`config.mk`:
```
export PLATFORM = sky130hd
export DESIGN_NAME = dgt_timer_unit
export DESIGN_NICKNAME = d
export VERILOG_FILES = /design/src/hdl/dgt_pkg.sv /design/src/hdl/dgt_timer_unit.sv
export SDC_FILE = /design/constraint.sdc
export NUM_CORES = 1
export LEC_CHECK = 0
export BUFFER_PORTS_ARGS = -buffer_cell sky130_fd_sc_hd__buf_2
export CORE_MARGIN = 5
export CORE_UTILIZATION = 45
export DETAILED_ROUTE_END_ITERATION = 16
export GPL_ROUTABILITY_DRIVEN = 0
export HOLD_SLACK_MARGIN = 0.12
export PLACE_DENSITY = 0.62
export SLEW_MARGIN = 20
export SYNTH_ARGS = -nofsm -noshare
export SYNTH_HDL_FRONTEND = slang
export SYNTH_SLANG_ARGS = --single-unit
```
`constraint.sdc`:
```
create_clock -name clk_sys_i -period 3.3 [get_ports clk_sys_i]
set_clock_uncertainty 0.1 [all_clocks]
set_input_delay 0.33 -clock clk_sys_i [delete_from_list [all_inputs] [get_ports clk_sys_i]]
set_output_delay 0.33 -clock clk_sys_i [all_outputs]
set_load 0.1 [all_outputs]
```
`src/hdl/dgt_pkg.sv`:
```
// Constants for the dual general timer unit: register indices, field positions,
// reset values and timing figures.
// Assumes a 16-bit register port addressed by word index.
`default_nettype none
package dgt_pkg;
  // ************************************************************
  // Register bus geometry.
  // ************************************************************
  localparam int ADDR_W = 5;   // Register index width.
  localparam int DATA_W = 16;  // Register data width.
  // ************************************************************
  // Register indices.
  // ************************************************************
  localparam logic [4:0] IDX_TIMER_CONTROL_ZERO = 5'h00;  // Clock selects, enables, clear-on-match.
  localparam logic [4:0] IDX_UNIT_MODE_ZERO = 5'h01;      // Capture selects and output modes.
  localparam logic [4:0] IDX_UNIT_MODE_ONE = 5'h02;       // One-shot select.
  localparam logic [4:0] IDX_OUTPUT_CONTROL_TWO = 5'h03;  // Timer one output mode.
  localparam logic [4:0] IDX_EXT_IRQ_EDGE_CONFIG = 5'h04; // Capture edge selects.
  localparam logic [4:0] IDX_NOISE_TIME = 5'h05;          // Filter elimination time in samples.
  localparam logic [4:0] IDX_OVERFLOW_STATUS = 5'h06;     // Overflow flags, write one to clear.
  localparam logic [4:0] IDX_TZ_COUNT = 5'h07;            // Timer zero count, read only.
  localparam logic [4:0] IDX_TO_COUNT = 5'h08;            // Timer one count, read only.
  localparam logic [4:0] IDX_TZ_CMP_BASE = 5'h09;         // Seven timer zero compares at 09h..0fh.
  localparam logic [4:0] IDX_TO_CMP_BASE = 5'h10;         // Two timer one compares at 10h..11h.
  // ************************************************************
  // Field positions in the control, mode and status registers, and select codes.
  // ************************************************************
  localparam int TZ_CS_LSB = 0;  // Timer zero clock select, two bits.
  localparam int TZ_CE_BIT = 2;  // Timer zero count enable.
  localparam int TZ_COM_BIT = 3; // Timer zero clear on match.
  localparam int TO_CS_LSB = 4;  // Timer one clock select, two bits.
  localparam int TO_CE_BIT = 6;  // Timer one count enable.
  localparam int TO_COM_BIT = 7; // Timer one clear on match.
  // Unit mode zero: bits 0..2 capture select a..c, bits 3..5 output modes a,c,e.
  localparam int CAP_LSB = 0;
  localparam int OMODE_LSB = 3;
  localparam int OST_BIT = 0;    // One-shot select in unit mode one.
  localparam int TOA_MODE_BIT = 0; // Timer one output a mode in output control two.
  localparam int OVF_TZ_BIT = 0; // Timer zero overflow flag.
  localparam int OVF_TO_BIT = 1; // Timer one overflow flag.
  // Edge select codes, two bits per capture input.
  localparam logic [1:0] EDGE_RISE = 2'h1;
  localparam logic [1:0] EDGE_FALL = 2'h2;
  localparam logic [1:0] EDGE_BOTH = 2'h3;
  // Clock select code for the external count pin.
  localparam logic [1:0] CS_EXT = 2'h3;
  // ************************************************************
  // Reset values and timing.
  // ************************************************************
  localparam logic [15:0] REG_RESET = 16'h0000; // Every register clears on reset.
  localparam logic [15:0] COUNT_MAX = 16'hffff; // Last count before overflow.
  localparam int NOISE_SAMPLE_DIV = 2;          // Filter samples every two system clocks.
  localparam int NOISE_W = 4;                   // Width of the elimination time field.
endpackage
`default_nettype wire

```
`src/hdl/dgt_timer_unit.sv`:
```
// Dual general timer unit: timer zero with seven compares, three capture
// registers and six outputs, timer one with two compares and two outputs.
// Assumes pins arrive asynchronously and a single-cycle register port master.
//
// How it works
// Timer zero: 16-bit interval, free-run, event counter.
// Timer zero clock: sysclk/2,/4,/8 or pin.
// Timer zero overflow pulses irq, sets flag.
// Interval match pulses irq, clears next count.
// External clear input clears timer zero always.
// Enable starts; repeat ignored; clear stops, zeroes.
// Clear-on-match bit: 0 free-run, 1 interval.
// Seven compares irq; shared ones compare or capture.
// Compare match drives output logic and irq.
// Outputs a,c,e toggle or set/reset; others toggle.
// Free-run overflow wraps count to zero.
// First interval n, later n+1 clocks.
// Capture inputs latch count, hold until next.
// Capture edge: rising, falling or both.
// One-shot bit in free-run gives one-shot.
// One-shot overflow: irq, stop, zero, enable kept.
// Rewrite enable or clear restarts one-shot standby.
// Timer one clock: sysclk/4,/8,/16 or pin.
// Timer one overflow sets flag, no irq.
// Timer one interval, second compare, free-run wrap.
// Timer one output a toggle or set/reset.
// Timer one enable, clear and reset behaviour.
// Count/clear pins filtered, sampled every two clocks.
// Toggle on own match; set/reset from pair.
// Period compare clears; clear acts next clock.
//
// Design decisions made here: the address-and-strobe port and the register offsets.
`default_nettype none
module dgt_timer_unit (
  input wire logic clk_sys_i,                    // System clock, 200 MHz.
  input wire logic arst_n_i,                     // Asynchronous reset, active low.
  input wire logic [dgt_pkg::ADDR_W-1:0] addr_i, // Register index.
  input wire logic [dgt_pkg::DATA_W-1:0] wdata_i, // Write data.
  input wire logic wr_i,                         // Write strobe.
  input wire logic rd_i,                         // Read strobe.
  output logic [dgt_pkg::DATA_W-1:0] rdata_o,    // Read data, one cycle after the strobe.
  input wire logic tz_external_count_in_i,       // Timer zero external count pin.
  input wire logic tz_external_clear_in_i,       // Timer zero external clear pin.
  input wire logic to_external_count_in_i,       // Timer one external count pin.
  input wire logic to_external_clear_in_i,       // Timer one external clear pin.
  input wire logic ext_irq_in_a_i,               // Capture trigger for shared register a.
  input wire logic ext_irq_in_b_i,               // Capture trigger for shared register b.
  input wire logic ext_irq_in_c_i,               // Capture trigger for shared register c.
  output logic tz_overflow_irq_o,                // Timer zero overflow pulse.
  output logic [6:0] tz_match_irq_o,             // Timer zero compare match pulses.
  output logic to_period_match_irq_o,            // Timer one period match pulse.
  output logic to_second_match_irq_o,            // Timer one second compare match pulse.
  output logic [5:0] tz_output_o,                // Timer zero output pins a..f.
  output logic [1:0] to_output_o                 // Timer one output pins a..b.
);
  // ************************************************************
  // Software registers.
  // ************************************************************
  logic [7:0] timer_control_zero; // Clock selects, enables and clear-on-match bits.
  logic [5:0] unit_mode_zero;     // Capture selects and output modes.
  logic one_shot_select;          // One-shot request for timer zero.
  logic to_output_a_mode;         // Timer one output a mode.
  logic [5:0] ext_irq_edge_config; // Edge select per capture input.
  logic [dgt_pkg::NOISE_W-1:0] noise_time; // Filter elimination time in samples.
  logic tz_overflow_flag;         // Sticky timer zero overflow.
  logic to_overflow_flag;         // Sticky timer one overflow.
  logic [15:0] tz_cmp [7];        // Timer zero compares; 4..6 are the shared ones.
  logic [15:0] to_cmp [2];        // Timer one compares.
  logic [15:0] timer_zero;        // Timer zero count.
  logic [15:0] timer_one;         // Timer one count.
  logic tz_run;                   // Timer zero is counting.
  logic to_run;                   // Timer one is counting.

  // Address decode for writes.
  wire wr_ctrl = wr_i && (addr_i == dgt_pkg::IDX_TIMER_CONTROL_ZERO);
  wire wr_um0 = wr_i && (addr_i == dgt_pkg::IDX_UNIT_MODE_ZERO);
  wire wr_um1 = wr_i && (addr_i == dgt_pkg::IDX_UNIT_MODE_ONE);
  wire wr_oc2 = wr_i && (addr_i == dgt_pkg::IDX_OUTPUT_CONTROL_TWO);
  wire wr_edge = wr_i && (addr_i == dgt_pkg::IDX_EXT_IRQ_EDGE_CONFIG);
  wire wr_noise = wr_i && (addr_i == dgt_pkg::IDX_NOISE_TIME);
  wire wr_ovf = wr_i && (addr_i == dgt_pkg::IDX_OVERFLOW_STATUS);

  // Decoded control fields.
  wire [1:0] tz_cs = timer_control_zero[dgt_pkg::TZ_CS_LSB +: 2];
  wire [1:0] to_cs = timer_control_zero[dgt_pkg::TO_CS_LSB +: 2];
  wire tz_count_enable = timer_control_zero[dgt_pkg::TZ_CE_BIT];
  wire to_count_enable = timer_control_zero[dgt_pkg::TO_CE_BIT];
  wire tz_clear_on_match = timer_control_zero[dgt_pkg::TZ_COM_BIT];
  wire to_clear_on_match = timer_control_zero[dgt_pkg::TO_COM_BIT];
  wire [2:0] cap_sel = unit_mode_zero[dgt_pkg::CAP_LSB +: 3];
  wire tz_one_shot = one_shot_select && !tz_clear_on_match; // Only meaningful in free-run.

  // ************************************************************
  // Pin synchronisers and noise filters.
  // ************************************************************
  wire [6:0] pin_raw = {ext_irq_in_c_i, ext_irq_in_b_i, ext_irq_in_a_i, to_external_clear_in_i,
                        to_external_count_in_i, tz_external_clear_in_i, tz_external_count_in_i};
  logic [6:0] pin_meta; // First stage, read only by the second stage.
  logic [6:0] pin_sync; // Second stage, safe to use.
  logic [6:0] pin_prev; // Previous level for edge detection.
  logic sample_en;      // Filter sample strobe, every two clocks.
  logic [3:0] flt_lvl;  // Filtered count and clear levels.
  logic [3:0] flt_prev; // Previous filtered levels.

  // Two-flop synchroniser for every pin, and the sample strobe.
  always_ff @(posedge clk_sys_i or negedge arst_n_i) begin
    if (!arst_n_i) begin
      pin_meta <= 7'h00;
      pin_sync <= 7'h00;
      pin_prev <= 7'h00;
      sample_en <= 1'b0;
      flt_prev <= 4'h0;
    end else begin
      pin_meta <= pin_raw;
      pin_sync <= pin_meta;
      pin_prev <= pin_sync;
      sample_en <= !sample_en; // Toggling gives one strobe per two clocks.
      flt_prev <= flt_lvl;
    end
  end

  // One filter per count or clear pin: a level passes once held for the programmed samples.
  for (genvar f = 0; f < 4; f++) begin : g_filter
    logic [dgt_pkg::NOISE_W-1:0] run_len; // Samples the new level has held.
    always_ff @(posedge clk_sys_i or negedge arst_n_i) begin
      if (!arst_n_i) begin
        run_len <= '0;
        flt_lvl[f] <= 1'b0;
      end else if (sample_en) begin
        if (pin_sync[f] == flt_lvl[f]) begin
          run_len <= '0; // Short glitch ended, start again.
        end else if (run_len >= noise_time) begin
          flt_lvl[f] <= pin_sync[f];
          run_len <= '0;
        end else begin
          run_len <= run_len + 1'b1;
        end
      end
    end
  end

  wire tz_ext_tick = flt_lvl[0] && !flt_prev[0]; // Counted edge of the timer zero pin.
  wire tz_ext_clr = flt_lvl[1] && !flt_prev[1];  // Clear edge, acts next clock.
  wire to_ext_tick = flt_lvl[2] && !flt_prev[2];
  wire to_ext_clr = flt_lvl[3] && !flt_prev[3];

  // Capture trigger per shared register according to its edge select.
  logic [2:0] cap_trig;
  for (genvar c = 0; c < 3; c++) begin : g_edge
    wire rise = pin_sync[4+c] && !pin_prev[4+c];
    wire fall = !pin_sync[4+c] && pin_prev[4+c];
    wire [1:0] sel = ext_irq_edge_config[2*c +: 2];
    assign cap_trig[c] = ((sel == dgt_pkg::EDGE_RISE) && rise) || ((sel == dgt_pkg::EDGE_FALL) && fall) ||
                         ((sel == dgt_pkg::EDGE_BOTH) && (rise || fall));
  end

  // ************************************************************
  // Prescaler and count clock selection.
  // ************************************************************
  logic [3:0] prescale; // Free-running divider of the system clock.
  always_ff @(posedge clk_sys_i or negedge arst_n_i) begin
    if (!arst_n_i) begin
      prescale <= 4'h0;
    end else begin
      prescale <= prescale + 4'h1;
    end
  end
  wire div2 = prescale[0];
  wire div4 = &prescale[1:0];
  wire div8 = &prescale[2:0];
  wire div16 = &prescale;
  wire tz_tick = (tz_cs == 2'h0) ? div2 : (tz_cs == 2'h1) ? div4 :
                 (tz_cs == 2'h2) ? div8 : tz_ext_tick;
  wire to_tick = (to_cs == 2'h0) ? div4 : (to_cs == 2'h1) ? div8 :
                 (to_cs == 2'h2) ? div16 : to_ext_tick;

  // ************************************************************
  // Timer zero counter.
  // ************************************************************
  wire tz_start = wr_ctrl && wdata_i[dgt_pkg::TZ_CE_BIT];
  wire tz_stop = wr_ctrl && !wdata_i[dgt_pkg::TZ_CE_BIT];
  wire tz_adv = tz_run && tz_tick && !tz_stop && !tz_ext_clr;
  wire tz_period_hit = tz_clear_on_match && (timer_zero == tz_cmp[2]); // Period compare clears.
  wire tz_ovf = tz_adv && !tz_period_hit && (timer_zero == dgt_pkg::COUNT_MAX);
  logic tz_upd; // Count advanced, cleared by the clear pin or started last cycle, so compares are fresh.

  // Counting, stopping, clearing and one-shot standby.
  always_ff @(posedge clk_sys_i or negedge arst_n_i) begin
    if (!arst_n_i) begin
      timer_zero <= 16'h0000; // Reset clears and stops.
      tz_run <= 1'b0;
    end else if (tz_stop) begin
      timer_zero <= 16'h0000; // Disable clears and stops.
      tz_run <= 1'b0;
    end else if (tz_ext_clr) begin
      timer_zero <= 16'h0000; // Clear in every mode.
      tz_run <= tz_count_enable || tz_start; // Also restarts one-shot standby; a start beside it is kept.
    end else if (tz_start && !tz_run) begin
      tz_run <= 1'b1; // Start or restart; a repeated set while running is ignored.
    end else if (tz_adv) begin
      if (tz_period_hit) begin
        timer_zero <= 16'h0000; // Cleared on the count clock after the match.
      end else if (tz_ovf) begin
        timer_zero <= 16'h0000; // Wrap to zero.
        tz_run <= !tz_one_shot; // One-shot stops, enable stays set.
      end else begin
        timer_zero <= timer_zero + 16'h0001;
      end
    end
  end

  // ************************************************************
  // Timer one counter.
  // ************************************************************
  wire to_start = wr_ctrl && wdata_i[dgt_pkg::TO_CE_BIT];
  wire to_stop = wr_ctrl && !wdata_i[dgt_pkg::TO_CE_BIT];
  wire to_adv = to_run && to_tick && !to_stop && !to_ext_clr;
  wire to_period_hit = to_clear_on_match && (timer_one == to_cmp[0]);
  wire to_ovf = to_adv && !to_period_hit && (timer_one == dgt_pkg::COUNT_MAX);
  logic to_upd; // Count advanced, cleared by the clear pin or started last cycle.

  // Counting, stopping and clearing of timer one.
  always_ff @(posedge clk_sys_i or negedge arst_n_i) begin
    if (!arst_n_i) begin
      timer_one <= 16'h0000;
      to_run <= 1'b0;
    end else if (to_stop) begin
      timer_one <= 16'h0000;
      to_run <= 1'b0;
    end else if (to_ext_clr) begin
      timer_one <= 16'h0000; // Clear in any mode.
      to_run <= to_run || to_start; // A start in the same cycle is not lost.
    end else if (to_start && !to_run) begin
      to_run <= 1'b1; // Start; a repeated set falls through and keeps counting.
    end else if (to_adv) begin
      if (to_period_hit || to_ovf) begin
        timer_one <= 16'h0000; // Interval clear or free-run wrap.
      end else begin
        timer_one <= timer_one + 16'h0001;
      end
    end
  end

  // ************************************************************
  // Compare matches, events and outputs.
  // ************************************************************
  logic [6:0] tz_match; // Live match per timer zero compare.
  for (genvar m = 0; m < 7; m++) begin : g_tz_match
    wire is_cap = (m >= 4) && cap_sel[(m >= 4) ? m - 4 : 0]; // Capturing registers never match.
    assign tz_match[m] = tz_upd && !is_cap && (timer_zero == tz_cmp[m]);
  end
  wire [1:0] to_match = {to_upd && (timer_one == to_cmp[1]), to_upd && (timer_one == to_cmp[0])};

  // Event pulses out of the block and the freshness flags.
  always_ff @(posedge clk_sys_i or negedge arst_n_i) begin
    if (!arst_n_i) begin
      tz_upd <= 1'b0;
      to_upd <= 1'b0;
      tz_match_irq_o <= 7'h00;
      tz_overflow_irq_o <= 1'b0;
      to_period_match_irq_o <= 1'b0;
      to_second_match_irq_o <= 1'b0;
    end else begin
      tz_upd <= tz_adv || tz_ext_clr || (tz_start && !tz_run);
      to_upd <= to_adv || to_ext_clr || (to_start && !to_run);
      tz_match_irq_o <= tz_match; // One pulse per match.
      tz_overflow_irq_o <= tz_ovf;
      to_period_match_irq_o <= to_match[0];
      to_second_match_irq_o <= to_match[1];
    end
  end

  // Timer zero outputs: even outputs may use set/reset with the next compare as reset.
  for (genvar o = 0; o < 6; o++) begin : g_tz_out
    wire sr_mode = ((o % 2) == 0) && unit_mode_zero[dgt_pkg::OMODE_LSB + o / 2];
    always_ff @(posedge clk_sys_i or negedge arst_n_i) begin
      if (!arst_n_i) begin
        tz_output_o[o] <= 1'b0;
      end else if (sr_mode) begin
        if (tz_match[o]) begin
          tz_output_o[o] <= 1'b1; // Set on own match.
        end else if (tz_match[(o < 5) ? o + 1 : o]) begin
          tz_output_o[o] <= 1'b0; // Reset on paired match.
        end
      end else if (tz_match[o]) begin
        tz_output_o[o] <= !tz_output_o[o]; // Toggle.
      end
    end
  end

  // Timer one outputs: a has toggle or set/reset, b toggles only.
  always_ff @(posedge clk_sys_i or negedge arst_n_i) begin
    if (!arst_n_i) begin
      to_output_o <= 2'h0;
    end else begin
      if (to_output_a_mode) begin
        if (to_match[0]) begin
          to_output_o[0] <= 1'b1;
        end else if (to_match[1]) begin
          to_output_o[0] <= 1'b0;
        end
      end else if (to_match[0]) begin
        to_output_o[0] <= !to_output_o[0];
      end
      if (to_match[1]) begin
        to_output_o[1] <= !to_output_o[1];
      end
    end
  end

  // ************************************************************
  // Register writes, captures and flags.
  // ************************************************************
  always_ff @(posedge clk_sys_i or negedge arst_n_i) begin
    if (!arst_n_i) begin
      timer_control_zero <= 8'h00;
      unit_mode_zero <= 6'h00;
      one_shot_select <= 1'b0;
      to_output_a_mode <= 1'b0;
      ext_irq_edge_config <= 6'h00;
      noise_time <= '0;
      tz_overflow_flag <= 1'b0;
      to_overflow_flag <= 1'b0;
    end else begin
      if (wr_ctrl) begin
        timer_control_zero <= wdata_i[7:0];
      end
      if (wr_um0) begin
        unit_mode_zero <= wdata_i[5:0];
      end
      if (wr_um1) begin
        one_shot_select <= wdata_i[dgt_pkg::OST_BIT];
      end
      if (wr_oc2) begin
        to_output_a_mode <= wdata_i[dgt_pkg::TOA_MODE_BIT];
      end
      if (wr_edge) begin
        ext_irq_edge_config <= wdata_i[5:0];
      end
      if (wr_noise) begin
        noise_time <= wdata_i[dgt_pkg::NOISE_W-1:0];
      end
      // A new overflow wins over a clear in the same cycle.
      tz_overflow_flag <= tz_ovf || (tz_overflow_flag && !(wr_ovf && wdata_i[dgt_pkg::OVF_TZ_BIT]));
      to_overflow_flag <= to_ovf || (to_overflow_flag && !(wr_ovf && wdata_i[dgt_pkg::OVF_TO_BIT]));
    end
  end

  // Compare storage; shared registers latch the count on their trigger when capturing.
  for (genvar r = 0; r < 7; r++) begin : g_tz_cmp
    wire wr_me = wr_i && (addr_i == dgt_pkg::IDX_TZ_CMP_BASE + 5'(r));
    wire cap_me = (r >= 4) && cap_sel[(r >= 4) ? r - 4 : 0] && cap_trig[(r >= 4) ? r - 4 : 0];
    always_ff @(posedge clk_sys_i or negedge arst_n_i) begin
      if (!arst_n_i) begin
        tz_cmp[r] <= dgt_pkg::REG_RESET;
      end else if (cap_me) begin
        tz_cmp[r] <= timer_zero; // Held until the next trigger.
      end else if (wr_me) begin
        tz_cmp[r] <= wdata_i;
      end
    end
  end
  for (genvar t = 0; t < 2; t++) begin : g_to_cmp
    always_ff @(posedge clk_sys_i or negedge arst_n_i) begin
      if (!arst_n_i) begin
        to_cmp[t] <= dgt_pkg::REG_RESET;
      end else if (wr_i && (addr_i == dgt_pkg::IDX_TO_CMP_BASE + 5'(t))) begin
        to_cmp[t] <= wdata_i;
      end
    end
  end

  // ************************************************************
  // Read path: data stand only in the cycle after the strobe.
  // ************************************************************
  wire [4:0] tz_idx = addr_i - dgt_pkg::IDX_TZ_CMP_BASE;
  wire [4:0] to_idx = addr_i - dgt_pkg::IDX_TO_CMP_BASE;
  wire [15:0] rd_mux =
    (addr_i == dgt_pkg::IDX_TIMER_CONTROL_ZERO) ? {8'h00, timer_control_zero} :
    (addr_i == dgt_pkg::IDX_UNIT_MODE_ZERO) ? {10'h000, unit_mode_zero} :
    (addr_i == dgt_pkg::IDX_UNIT_MODE_ONE) ? {15'h0000, one_shot_select} :
    (addr_i == dgt_pkg::IDX_OUTPUT_CONTROL_TWO) ? {15'h0000, to_output_a_mode} :
    (addr_i == dgt_pkg::IDX_EXT_IRQ_EDGE_CONFIG) ? {10'h000, ext_irq_edge_config} :
    (addr_i == dgt_pkg::IDX_NOISE_TIME) ? 16'(noise_time) :
    (addr_i == dgt_pkg::IDX_OVERFLOW_STATUS) ? {14'h0000, to_overflow_flag, tz_overflow_flag} :
    (addr_i == dgt_pkg::IDX_TZ_COUNT) ? timer_zero :
    (addr_i == dgt_pkg::IDX_TO_COUNT) ? timer_one :
    (tz_idx < 5'h07) ? tz_cmp[tz_idx[2:0]] :
    (to_idx < 5'h02) ? to_cmp[to_idx[0]] : 16'h0000; // Unmapped reads return zero.

  always_ff @(posedge clk_sys_i or negedge arst_n_i) begin
    if (!arst_n_i) begin
      rdata_o <= 16'h0000;
    end else begin
      rdata_o <= rd_i ? rd_mux : 16'h0000;
    end
  end
endmodule
`default_nettype wire

```
==> results by group <==
STA
  • Maximum clock frequency: 385 MHz
  • Period utilisation layout: 78.8%
  • Max-slew violation count: 0
  • Setup TNS: 0 ns
  • Final hold viol count: 0
  • Final min period: 2.60 ns
  • RSZ-0062 raised after global routing: no
  • Slew @ Worst Pin: 1.07 ns
  • # setup viols final: 0
  • Relative max-transition margin: 28.5%

Power
  • Overall power: 12.9 mW
  • Share of power burned in registers: 40.6%
  • Internal Pwr Total: 8.35 mW
  • P_leak: 8.37 nW
  • Switching Fraction: 35.2%
  • Clock power share: 30.0%
  • Pwr/cell area: 703 nW/um2
  • NetSw: 4.54 mW
  • Peak supply drop: 445 uV
  • Combinational power share: 29.4%

Floorplanning
  • Die Y: 200 um
  • Initial Util: 45.5%
  • Die Outline Area: 39900 um2
  • Ports: 66
  • # rows: 69
  • Total core area: 35600 um2
  • Die width: 200 um

Synthesis
  • Synth Register Bits: 288
  • Primary FF master, synth: dfrtp_1
  • Post-synth cell types: 81
  • Top-area cell type share of the netlist area: 44.5%
  • Seq/Total Area, Yosys: 44.5%
  • Dominant cells by area after synthesis: dfrtp_1 45%, mux2_2 8.6%, xnor2_1 6.3%
  • Most common cell in the netlist: dfrtp_1
  • Async SR Flop Fraction: 100%
  • Ys Warns: 0
  • Largest area contributor in the netlist: dfrtp_1
  • Syn nets: 1594
  • Top cells by count, synth: 288 x dfrtp_1, 123 x mux2_2, 116 x xnor2_1, 82 x nor2_1, 80 x nand2_1
  • Syn Area/Cell: 10.6 um2
  • Gate count of the mapped netlist: 1527
  • Post-synth EDFFs: 0
  • Cell area after synthesis: 16200 um2

Worst setup path
  • RR Startpoint: timer_zero[7]$_DFFE_PN0P_
  • Setup slack, reg-to-reg: 0.70 ns
  • CP Capture Type: flop
  • Worst Path Required: 3.60 ns
  • Startpoint type of the worst setup path: flop
  • Crit Path Class: reg -> reg
  • FF-to-FF path depth: 6
  • Critical Path AT: 2.90 ns
  • R2r endpoint: timer_zero[7]$_DFFE_PN0P_
  • CP max FO: 11

Hold path
  • Hold path cells: 2
  • Hold_sp: wdata_i[8]
  • Worst hold path type: in -> reg
  • Min-Delay Endpoint: tz_cmp[56]$_DFFE_PN0P_

Routing
  • Post-route ant nets: 0
  • Vias per cell: 6.00
  • WL/cell: 23.1 um
  • DRC: 0
  • WL final: 47700 um
  • Vias: 12.4k
  • Drt initial violations: 1464
  • DRT Pass-1 Iters: 7

Final layout
  • Area grow syn2layout: 13.3%
  • Final Net Count: 1644
  • Post-route cell area: 18300 um2
  • Fill count: 3194
  • Share of layout cells above drive strength 1: 22.0%
  • Post-layout util: 51.5%

Clocking
  • Worst-Skew Late Latency: 0.51 ns
  • Clock sink total: 288
  • Post_cts resized: 0
  • TritonCTS clock tree: done
  • Htree depth: 2
  • Clk root buf: clkbuf_16
  • Clk slew on worst S/H paths: 0.06 ns
  • Max Root-Sink Buffers: 3
  • Post CTS Setup Buffer Count: 0
  • CTS Buf Count: 34
  • Hold buffer count at CTS: 11

Global route
  • Initial antenna violation count: 2
  • Vias in the first global route: 12.1k
  • First-pass GRT wire length: 74300 um
  • Overflow after GRT: 0
  • Total track usage: 24.1%
  • Pin count of the biggest net entering global routing: 95

Placed design
  • Area after DPL: 17100 um2
  • Detail Placement HPWL: 34100 um
  • Port bufs: 65

Run status
  • Status: complete, no violations

Job
  • Maxcap violations: 0
-- power by group through the flow --
stage	Clock [mW]	Combinational, mW	Sequential, mW
6_report	3.86	3.79	5.24
5_1_grt	4.09	4.13	5.33
4_1_cts	3.94	3.78	5.21
3_5_place_dp	0	3.75	5.27
3_3_place_gp	0	3.68	5.24
2_1_floorplan	0	2.52	5.31
-- worst max-delay path, stage by stage, from the launching register on --
cell	delay (ns)
dfrtp_1	0.79
and4_1	0.35
nand4_1	0.18
nor3_2	0.29
nand2b_1	0.33
a41o_1	0.33
o2bb2ai_1	0.11
-- worst max-delay path by stage --
stage | cells past startpoint | end | from | slack [ns]
floorplan | 10 | rdata_o[4]$_DFF_PN0_ | addr_i[0] | 0.64
global placement | 9 | rdata_o[1]$_DFF_PN0_ | addr_i[0] | 0.36
finish | 6 | timer_zero[7]$_DFFE_PN0P_ | timer_zero[7]$_DFFE_PN0P_ | 0.70
CTS | 8 | tz_overflow_flag$_DFF_PN0_ | prescale[0]$_DFF_PN0_ | 0.73
global route | 9 | timer_zero[5]$_DFFE_PN0P_ | timer_zero[9]$_DFFE_PN0P_ | 0.52
detailed placement | 9 | rdata_o[1]$_DFF_PN0_ | addr_i[0] | 0.28
-- sequential cells by signal, summed over array words and instances (netlist names), 6 cells and up --
signal and count:
ext_irq_edge_config 6, g_filter.run_len 16, pin_meta 7, pin_sync 7
rdata_o 16, timer_control_zero 8, timer_one 16, timer_zero 16
to_cmp 32, tz_cmp 112, tz_match_irq_o 7, tz_output_o 6
unit_mode_zero 6
-- metrics by stage --
| stage | worst slack [ns] | hold slack (ns) | instances |
|---|---|---|---|
| 2_1_floorplan | 0.637 | -0.0656 | 1527 |
| 3_3_place_gp | 0.362 | 0.233 | 1991 |
| 3_5_place_dp | 0.281 | 0.236 | 1991 |
| 4_1_cts | 0.735 | 0.131 | 2061 |
| 5_1_grt | 0.518 | 0.138 | 2061 |
| 6_report | 0.700 | 0.146 | 2062 |
-- placed cells by master, fill, tap and decap left out, types with 12 or more instances in the layout --
master / netlist / layout
a21o_1: 12 / 12
xnor2_1: 116 / 116
mux2_2: 123 / 123
nor3_1: 14 / 14
nand3_1: 32 / 32
buf_4: 1 / 54
mux4_2: 16 / 16
nand2_1: 80 / 79
buf_2: 30 / 64
inv_1: 48 / 48
nand2b_1: 16 / 16
xor2_1: 45 / 45
o31ai_1: 20 / 20
a31oi_1: 24 / 24
nor4_1: 18 / 18
clkbuf_16: 0 / 35
and3_1: 19 / 19
o21ai_0: 65 / 65
nor2_1: 82 / 82
a21oi_1: 76 / 76
ha_1: 35 / 34
dfrtp_1: 288 / 288
mux2i_1: 62 / 62
nand4_1: 47 / 47
-- cell families (layout without fill, tap and decap cells) --
family	Yosys count	count (layout)	synth area share, %
AND/OR/NAND/NOR	367	367	12.3
adder cells (fa/ha/maj)	35	35	2.71
buffers and inverters	169	242	4.36
AO/OA/AOI/OAI	297	297	12.1
flip-flops	288	288	44.5
XOR/XNOR	162	162	8.81
other	0	1	0
multiplexers	209	209	15.2
-- layer usage --
| layer | share of wire, % | track usage (%) | wire (um) | up-vias |
|---|---|---|---|---|
| li1 | - | - | - | 5601 |
| met1 | 44 | 35.3 | 21100 | 6175 |
| met2 | 44 | 36.5 | 21200 | 492 |
| met3 | 7.8 | 4.35 | 3740 | 98 |
| met4 | 3.5 | 7.80 | 1650 | 2 |
| met5 | 0.027 | 0 | 13 | - |
-- final cells by class --
cell class              count  area [um2]  area share (%)
multi-input cells        1070        8280            45.2
well taps                 461         577            3.15
inverters                  49         184            1.00
clock buffers              49        1020            5.56
clock inverters            10         135           0.737
flip-flops and latches    288        7210            39.3
diodes                      1        2.50          0.0137
repair buffers            134         931            5.08
Power figures use the tool's default switching activity.
